`config.mk`:
```
export PLATFORM = sky130hd
export DESIGN_NAME = boot_programmer
export DESIGN_NICKNAME = d
export VERILOG_FILES = /design/src/boot_pkg.sv /design/src/stream_if.sv /design/src/boot_programmer.sv /design/src/byte_fifo.sv
export SDC_FILE = /design/constraint.sdc
export NUM_CORES = 1
export LEC_CHECK = 0
export BUFFER_PORTS_ARGS = -buffer_cell sky130_fd_sc_hd__buf_2
export CORE_MARGIN = 3
export CORE_UTILIZATION = 60
export CTS_CLUSTER_SIZE = 40
export DETAILED_ROUTE_END_ITERATION = 8
export PLACE_DENSITY = 0.8
export SYNTH_ARGS = -nofsm -noshare
export SYNTH_HDL_FRONTEND = slang
export SYNTH_SLANG_ARGS = --single-unit
```
`constraint.sdc`:
```
create_clock -name mclk_i -period 9.2 [get_ports mclk_i]
set_input_delay 1.38 -clock mclk_i [delete_from_list [all_inputs] [get_ports mclk_i]]
set_output_delay 1.38 -clock mclk_i [all_outputs]
set_load 0.01 [all_outputs]
```
`src/boot_pkg.sv`:
```
package boot_pkg;
  // ----------------------------------------------------------------
  // Serial timing
  // ----------------------------------------------------------------
  localparam int unsigned CLK_HZ      = 100_000_000;
  localparam int unsigned BAUD        = 1200;
  localparam int unsigned BIT_CYCLES  = CLK_HZ / BAUD;
  localparam int unsigned HALF_CYCLES = BIT_CYCLES / 2;
  localparam int unsigned DATA_BITS   = 8;
  // ----------------------------------------------------------------
  // Memory layout and protocol values
  // ----------------------------------------------------------------
  localparam logic [15:0] PROG_START  = 16'hd000;
  localparam logic [7:0]  SYNC_BYTE   = 8'hff;
  localparam logic [7:0]  READY_BYTE  = 8'hff;
  localparam logic [7:0]  BLANK_BYTE  = 8'hff;
  localparam int unsigned BOOT_LEN    = 8;
  localparam int unsigned FIFO_DEPTH  = 32;
  localparam logic        PORTC0_RST  = 1'b1;

  typedef enum logic [2:0] {
    ST_SYNC, ST_BOOT, ST_RUN, ST_READY, ST_DATA, ST_PROG, ST_VERIFY
  } phase_e;
endpackage : boot_pkg

```
`src/stream_if.sv`:
```
interface stream_if #(parameter int W = 8);
  logic         valid;
  logic         ready;
  logic [W-1:0] data;
  modport src  (output valid, output data, input  ready);
  modport sink (input  valid, input  data, output ready);
endinterface : stream_if

```
`src/boot_programmer.sv`:
```
// Overview of operation
// - First all-ones byte starts the boot phase, earlier bytes are dropped; the receiver runs fixed at 1200 baud.
// - Every boot byte received is echoed back on the transmitter.
// - After the last boot byte, control passes to boot code unasked.
// - Boot code drives port C bit 0 low, sets pointers, enters programming.
// - Receiver holds a full byte while the next one arrives.
// - Each programmed location is read back and sent to the host.
// - Device sends a ready character before taking programming data.
// - Programming starts at d000 and advances one location per byte.
module boot_programmer #(
  parameter int unsigned BIT_CYC  = boot_pkg::BIT_CYCLES,
  parameter int unsigned BOOT_LEN = boot_pkg::BOOT_LEN,
  parameter int unsigned FDEPTH   = boot_pkg::FIFO_DEPTH
) (
  input  wire logic        mclk_i,
  input  wire logic        rstn_i,
  input  wire logic        rxd_i,
  output logic             txd_o,
  output logic             portc0_o,
  output logic             mem_we_o,
  output logic [15:0]      mem_addr_o,
  output logic [7:0]       mem_wdata_o,
  input  wire logic [7:0]  mem_rdata_i,
  input  wire logic        mem_done_i,
  output logic             prog_mode_o
);
  // ----------------------------------------------------------------
  // Receiver
  // ----------------------------------------------------------------
  stream_if #(.W(8)) rx_s ();
  stream_if #(.W(8)) buf_s ();

  logic [31:0] rx_cnt_r;
  logic [3:0]  rx_bit_r;
  logic [7:0]  rx_sh_r;
  logic        rx_busy_r;
  logic        rx_vld_r;
  logic [7:0]  rx_dat_r;

  always_ff @(posedge mclk_i or negedge rstn_i) begin
    if (!rstn_i) begin
      rx_cnt_r  <= '0;
      rx_bit_r  <= '0;
      rx_sh_r   <= '0;
      rx_busy_r <= 1'b0;
      rx_vld_r  <= 1'b0;
      rx_dat_r  <= '0;
    end else begin
      if (rx_vld_r && rx_s.ready) begin
        rx_vld_r <= 1'b0;
      end
      if (!rx_busy_r) begin
        if (!rxd_i) begin
          rx_busy_r <= 1'b1;
          rx_cnt_r  <= 32'(BIT_CYC / 2);
          rx_bit_r  <= '0;
        end
      end else if (rx_cnt_r != 0) begin
        rx_cnt_r <= rx_cnt_r - 1;
      end else begin
        rx_cnt_r <= 32'(BIT_CYC - 1);
        rx_bit_r <= rx_bit_r + 4'h1;
        if (rx_bit_r == 4'h0 && rxd_i) begin
          rx_busy_r <= 1'b0;
        end else if (rx_bit_r >= 4'h1 && rx_bit_r <= 4'h8) begin
          rx_sh_r <= {rxd_i, rx_sh_r[7:1]};
        end else if (rx_bit_r == 4'h9) begin
          rx_busy_r <= 1'b0;
          if (rxd_i) begin
            rx_vld_r <= 1'b1;
            rx_dat_r <= rx_sh_r;
          end
        end
      end
    end
  end

  assign rx_s.valid = rx_vld_r;
  assign rx_s.data  = rx_dat_r;

  byte_fifo #(.W(8), .D(FDEPTH)) u_fifo (
    .mclk_i (mclk_i),
    .rstn_i (rstn_i),
    .in_s   (rx_s),
    .out_s  (buf_s)
  );

  // ----------------------------------------------------------------
  // Transmitter
  // ----------------------------------------------------------------
  logic [31:0] tx_cnt_r;
  logic [3:0]  tx_bit_r;
  logic [9:0]  tx_sh_r;
  logic        tx_busy_r;
  logic        tx_go;
  logic [7:0]  tx_byte;

  always_ff @(posedge mclk_i or negedge rstn_i) begin
    if (!rstn_i) begin
      tx_cnt_r  <= '0;
      tx_bit_r  <= '0;
      tx_sh_r   <= '1;
      tx_busy_r <= 1'b0;
    end else if (tx_go) begin
      tx_busy_r <= 1'b1;
      tx_sh_r   <= {1'b1, tx_byte, 1'b0};
      tx_cnt_r  <= 32'(BIT_CYC - 1);
      tx_bit_r  <= '0;
    end else if (tx_busy_r) begin
      if (tx_cnt_r != 0) begin
        tx_cnt_r <= tx_cnt_r - 1;
      end else begin
        tx_cnt_r <= 32'(BIT_CYC - 1);
        tx_sh_r  <= {1'b1, tx_sh_r[9:1]};
        tx_bit_r <= tx_bit_r + 4'h1;
        if (tx_bit_r == 4'h9) begin
          tx_busy_r <= 1'b0;
        end
      end
    end
  end

  assign txd_o = tx_sh_r[0];

  // ----------------------------------------------------------------
  // Sequencer
  // ----------------------------------------------------------------
  boot_pkg::phase_e ph_r;
  logic [15:0]      boot_cnt_r;
  logic [15:0]      addr_r;
  logic [7:0]       wdat_r;
  logic             we_r;
  logic             pc0_r;

  always_comb begin
    tx_go   = 1'b0;
    tx_byte = buf_s.data;
    buf_s.ready = 1'b0;
    case (ph_r)
      boot_pkg::ST_SYNC: begin
        buf_s.ready = buf_s.valid;
      end
      boot_pkg::ST_BOOT: begin
        buf_s.ready = buf_s.valid & ~tx_busy_r;
        tx_go       = buf_s.ready;
      end
      boot_pkg::ST_READY: begin
        tx_go   = ~tx_busy_r;
        tx_byte = boot_pkg::READY_BYTE;
      end
      boot_pkg::ST_DATA: begin
        buf_s.ready = buf_s.valid;
      end
      boot_pkg::ST_VERIFY: begin
        tx_go   = ~tx_busy_r;
        tx_byte = mem_rdata_i;
      end
      default: begin
      end
    endcase
  end

  always_ff @(posedge mclk_i or negedge rstn_i) begin
    if (!rstn_i) begin
      ph_r       <= boot_pkg::ST_SYNC;
      boot_cnt_r <= '0;
      addr_r     <= boot_pkg::PROG_START;
      wdat_r     <= '0;
      we_r       <= 1'b0;
      pc0_r      <= boot_pkg::PORTC0_RST;
    end else begin
      we_r <= 1'b0;
      case (ph_r)
        boot_pkg::ST_SYNC: begin
          if (buf_s.valid && buf_s.data == boot_pkg::SYNC_BYTE) begin
            ph_r <= boot_pkg::ST_BOOT;
          end
        end
        boot_pkg::ST_BOOT: begin
          if (buf_s.ready) begin
            boot_cnt_r <= boot_cnt_r + 16'h0001;
            if (boot_cnt_r == 16'(BOOT_LEN - 1)) begin
              ph_r <= boot_pkg::ST_RUN;
            end
          end
        end
        boot_pkg::ST_RUN: begin
          pc0_r  <= 1'b0;
          addr_r <= boot_pkg::PROG_START;
          ph_r   <= boot_pkg::ST_READY;
        end
        boot_pkg::ST_READY: begin
          if (tx_go) begin
            ph_r <= boot_pkg::ST_DATA;
          end
        end
        boot_pkg::ST_DATA: begin
          if (buf_s.valid) begin
            wdat_r <= buf_s.data;
            we_r   <= 1'b1;
            ph_r   <= boot_pkg::ST_PROG;
          end
        end
        boot_pkg::ST_PROG: begin
          if (mem_done_i) begin
            ph_r <= boot_pkg::ST_VERIFY;
          end
        end
        boot_pkg::ST_VERIFY: begin
          if (tx_go) begin
            addr_r <= addr_r + 16'h0001;
            ph_r   <= boot_pkg::ST_DATA;
          end
        end
        default: begin
          ph_r <= boot_pkg::ST_SYNC;
        end
      endcase
    end
  end

  assign mem_we_o    = we_r;
  assign mem_addr_o  = addr_r;
  assign mem_wdata_o = wdat_r;
  assign portc0_o    = pc0_r;
  assign prog_mode_o = (ph_r == boot_pkg::ST_DATA) | (ph_r == boot_pkg::ST_PROG) |
                       (ph_r == boot_pkg::ST_VERIFY);
endmodule : boot_programmer

```
`src/byte_fifo.sv`:
```
module byte_fifo #(
  parameter int W = 8,
  parameter int D = 32
) (
  input  wire logic mclk_i,
  input  wire logic rstn_i,
  stream_if.sink    in_s,
  stream_if.src     out_s
);
  localparam int AW = $clog2(D);

  logic [W-1:0] mem_r [D];
  logic [AW-1:0] wr_r;
  logic [AW-1:0] rd_r;
  logic [AW:0]   cnt_r;
  logic [W-1:0]  dout_r;
  logic          dval_r;
  logic          push;
  logic          pop;
  logic          load;

  assign in_s.ready  = (cnt_r != D[AW:0]);
  assign push        = in_s.valid & in_s.ready;
  assign load        = (cnt_r != '0) & (~dval_r | out_s.ready);
  assign pop         = load;
  assign out_s.valid = dval_r;
  assign out_s.data  = dout_r;

  always_ff @(posedge mclk_i) begin
    if (push) begin
      mem_r[wr_r] <= in_s.data;
    end
  end

  always_ff @(posedge mclk_i or negedge rstn_i) begin
    if (!rstn_i) begin
      wr_r   <= '0;
      rd_r   <= '0;
      cnt_r  <= '0;
      dout_r <= '0;
      dval_r <= 1'b0;
    end else begin
      if (push) begin
        wr_r <= wr_r + 1'b1;
      end
      if (pop) begin
        rd_r   <= rd_r + 1'b1;
        dout_r <= mem_r[rd_r];
        dval_r <= 1'b1;
      end else if (out_s.ready) begin
        dval_r <= 1'b0;
      end
      cnt_r <= cnt_r + {{AW{1'b0}}, push} - {{AW{1'b0}}, pop};
    end
  end
endmodule : byte_fifo

```
==> impl_results.md <==
* Initial antenna violation count at 0
* First-pass GRT wire length at 63200 um
* Max Clock Freq at 0.310 GHz
* XOR/XNOR Fraction of Synth Area at around 2.5%
* Crit path cell chain: a21boi_0 -> buf_2
* Core Region at 30000 um^2
* Post-layout min period at roughly 3.2 ns
* # diodes at 0
* Synth top area cells: edfxtp_1 42%, dfrtp_1 21%, mux4_2 7.8%
* Worst setup path category: reg -> out
* Final Setup Violations at 0
* Initial DRC count at 1168
* Hold Path Class: reg -> reg
* Simple-gate area share of the yosys netlist at between 10% and 20%
* Final Max Slew Viols at 0
* Vias in the first global route at roughly 11000
* CP required at a little under 8 ns
* Final Cell Area at 20300 um^2
* DR vias/cell at 6.58
* Crit-path leading delay family: flip-flops
* FF/Latch Area at 12000 um^2
* Period utilization at between 30% and 40%
* Clock buffer count from CTS at 42
* Worst-Margin Slew at around 1.3 ns
* Die Y-Extent at 181 um
* Pwr Density at 191 nW/um^2
* Post_cts resized at 0
* TNS Setup at 0 ns
* Post-synth ARST share at 39.9%
* Multi-input logic area at 6140 um^2
* Die area at 32900 um^2
* Adder-Cell Fraction of Synth Area at 1.80%
* Worst Setup End Kind: output pin
* Post-synth EDFFs at 256
* Remaining global-route overflow at 0
* Clock Latency Late Sink at around 0.55 ns
* Fin. Hold Viols at 0
* CTS tree: yes
* Routed wire length at 39800 um
* Vias at 11292
* Status: completed
* RSZ-0062 raised after global routing: false
* # fillers at 1943
* Mapped Nets at 1300
* Std cell rows at 63
* Post-Syn Area at 18500 um^2
* Layout Nets at 1332
* Ys flop type: edfxtp_1
* Post-CTS setup buffers at 0
* Layout cells sized above 1 at 19.5%
* Avg WL per Cell at about 23 um
* Slew HR at about 14%
* Syn. warnings at 0
* Synth Area in Compound Gates at about 6.8%
* CTS Sinks at 426
* Max Buffers Root-to-Sink at 3
* Largest net degree at the start of global routing at 88
* Bufs and invs on worst path at 1
* Flops & latches, synth at 426
* Post-DRT Antenna Nets at 0
* Synth cell types at 73
* Syn Inst Count at 1262
* TritonRoute pass-1 iters at 5
* Seq/Total Area, Yosys at 64.8%
* # hold bufs at CTS at 0
* Largest family of logic cells by synthesized area: simple AND/OR/NAND/NOR gates
* Clock Skews at 0.0286 ns
* Largest area contributor in the netlist: edfxtp_1
* Root Buffer: clkbuf_16
* Slowest stage cell, crit path: dfrtp_1
* IO Count at 40
* Die X at approximately 180 um
* DRC at 0
* GRT Overall Usage at between 20% and 30%
* Top cell type's share of synthesized area at between 40% and 50%
* Setup crit start kind: flop
* Worst-path maximum fanout at 14
* WP data arrival at between 1.5 and 2 ns
* Gpl congestion at 0.837
* VDD IR max at 0.123 mV
* Leakage at about 7 nW
* Initial Util at 61.6%
* Commonest non-fill, non-tap cell in the layout: edfxtp_1
* Avg Cell Area, Syn at 14.6 um^2
* Placed Area at about 19000 um^2
* Commonest non-fill, non-tap cells in the layout: 256 x edfxtp_1, 155 x dfrtp_1, 84 x nor2_1, 66 x nand2_1, 64 x mux4_2
* I/O Buffers at 39
* Slowest cell delay on critical path at 0.66 ns
* Max-cap check violation count at 0
* Mux cell area share after synthesis at 11.0%
* Hpwl dp at 23600 um
* CTS H-tree lvls at 2
* P&R area growth vs syn at 10.0%
* Clock-pin slew on the worst setup and hold paths at 0.06 ns
where the power goes:
part	internal, mW	leakage (nW)	switching (mW)
logic	0.0449	2.49	0.0674
registers	2.04	4.04	0.0419
clock network	0.958	0.653	0.714
total	3.05	7.18	0.823
worst paths after layout:
kind | startpoint | to | slack, ns | cells past startpoint
max | ph_r[2]$_DFFE_PN0P_ | prog_mode_o | 5.98 | 2
min | rx_s.valid$_DFF_PN0_ | rx_s.valid$_DFF_PN0_ | 0.48 | 2
min reg2reg | rx_s.valid$_DFF_PN0_ | rx_s.valid$_DFF_PN0_ | 0.48 | 2
min in group asynchronous | rstn_i | mem_addr_o[4]$_DFFE_PN0P_ | 0.86 | 1
max in group asynchronous | rstn_i | u_fifo.rd_r[0]$_DFFE_PN0P_ | 6.62 | 2
max reg2reg | rx_cnt_r[16]$_DFFE_PN0P_ | rx_bit_r[1]$_DFFE_PN0P_ | 5.99 | 5
cell type report:
cell class              count  area share [%]
inverters                  29           0.536
flip-flops and latches    426            58.9
multi-input cells         750            30.2
repair buffers             45            1.21
clock inverters            22            1.12
clock buffers              54            5.55
well taps                 390            2.40
cells by family after synthesis:
logic type	Yosys count
AOI/OAI and AO/OA	194
xor gates and xnor gates	52
adders and majority gates	26
buffers and inverters	86
DFF	426
muxes	118
and+or+nand+nor	360
routing by layer:
metal / up-vias / share of wire (%) / track usage, %
li1: 4942 / - / -
met1: 5757 / 40 / 33.8
met2: 508 / 50 / 40.2
met3: 85 / 7.6 / 4.15
met4: 0 / 2.7 / 7.28
met5: - / 0 / 0
cell usage after synthesis, types with 9 or more instances:
library cell / count
mux4_2: 64
nand4_1: 17
mux2_2: 43
nor2_1: 84
a31oi_1: 25
nand3_1: 22
dfrtp_1: 157
ha_1: 25
nand2_1: 66
buf_2: 15
o21ai_0: 29
dfstp_2: 13
inv_1: 29
o22ai_1: 32
edfxtp_1: 256
and3_1: 12
a21oi_1: 43
nor3_1: 19
or4_1: 10
xor2_1: 15
clkbuf_1: 33
nor4_1: 33
nand2b_1: 14
o31ai_1: 10
mux2i_1: 9
a2bb2oi_1: 9
or3_1: 22
xnor2_1: 37
metrics by stage:
step	hold WS [ns]	power, mW	setup slack (ns)	std cells	utilization (%)
after floorplan	0.431	2.19	6.15	1262	-
after global placement	0.450	2.23	5.94	1640	63.2
after detailed placement	0.457	2.23	5.93	1640	63.2
after CTS	0.470	3.89	5.98	1716	67.8
after global routing	0.495	3.99	5.70	1716	67.8
final	0.477	3.87	5.98	1716	67.8
sequential cells by signal (all words and copies together) (netlist names), 3 cells and up:
name	flops
u_fifo.mem_r	256
rx_cnt_r	32
tx_cnt_r	32
boot_cnt_r	16
mem_addr_o	16
tx_sh_r	9
mem_wdata_o	8
rx_dat_r	8
rx_sh_r	8
u_fifo.out_s.data	8
u_fifo.cnt_r	6
u_fifo.rd_r	5
u_fifo.wr_r	5
rx_bit_r	4
tx_bit_r	4
ph_r	3
worst reg2reg max path, stage by stage (launching register included):
cell and delay (ns):
dfrtp_1 0.41, or4_4 0.61, nor4_4 0.64, and4_1 0.76
nand2_1 0.31, mux2_2 0.36
Power figures use the tool's default switching activity.
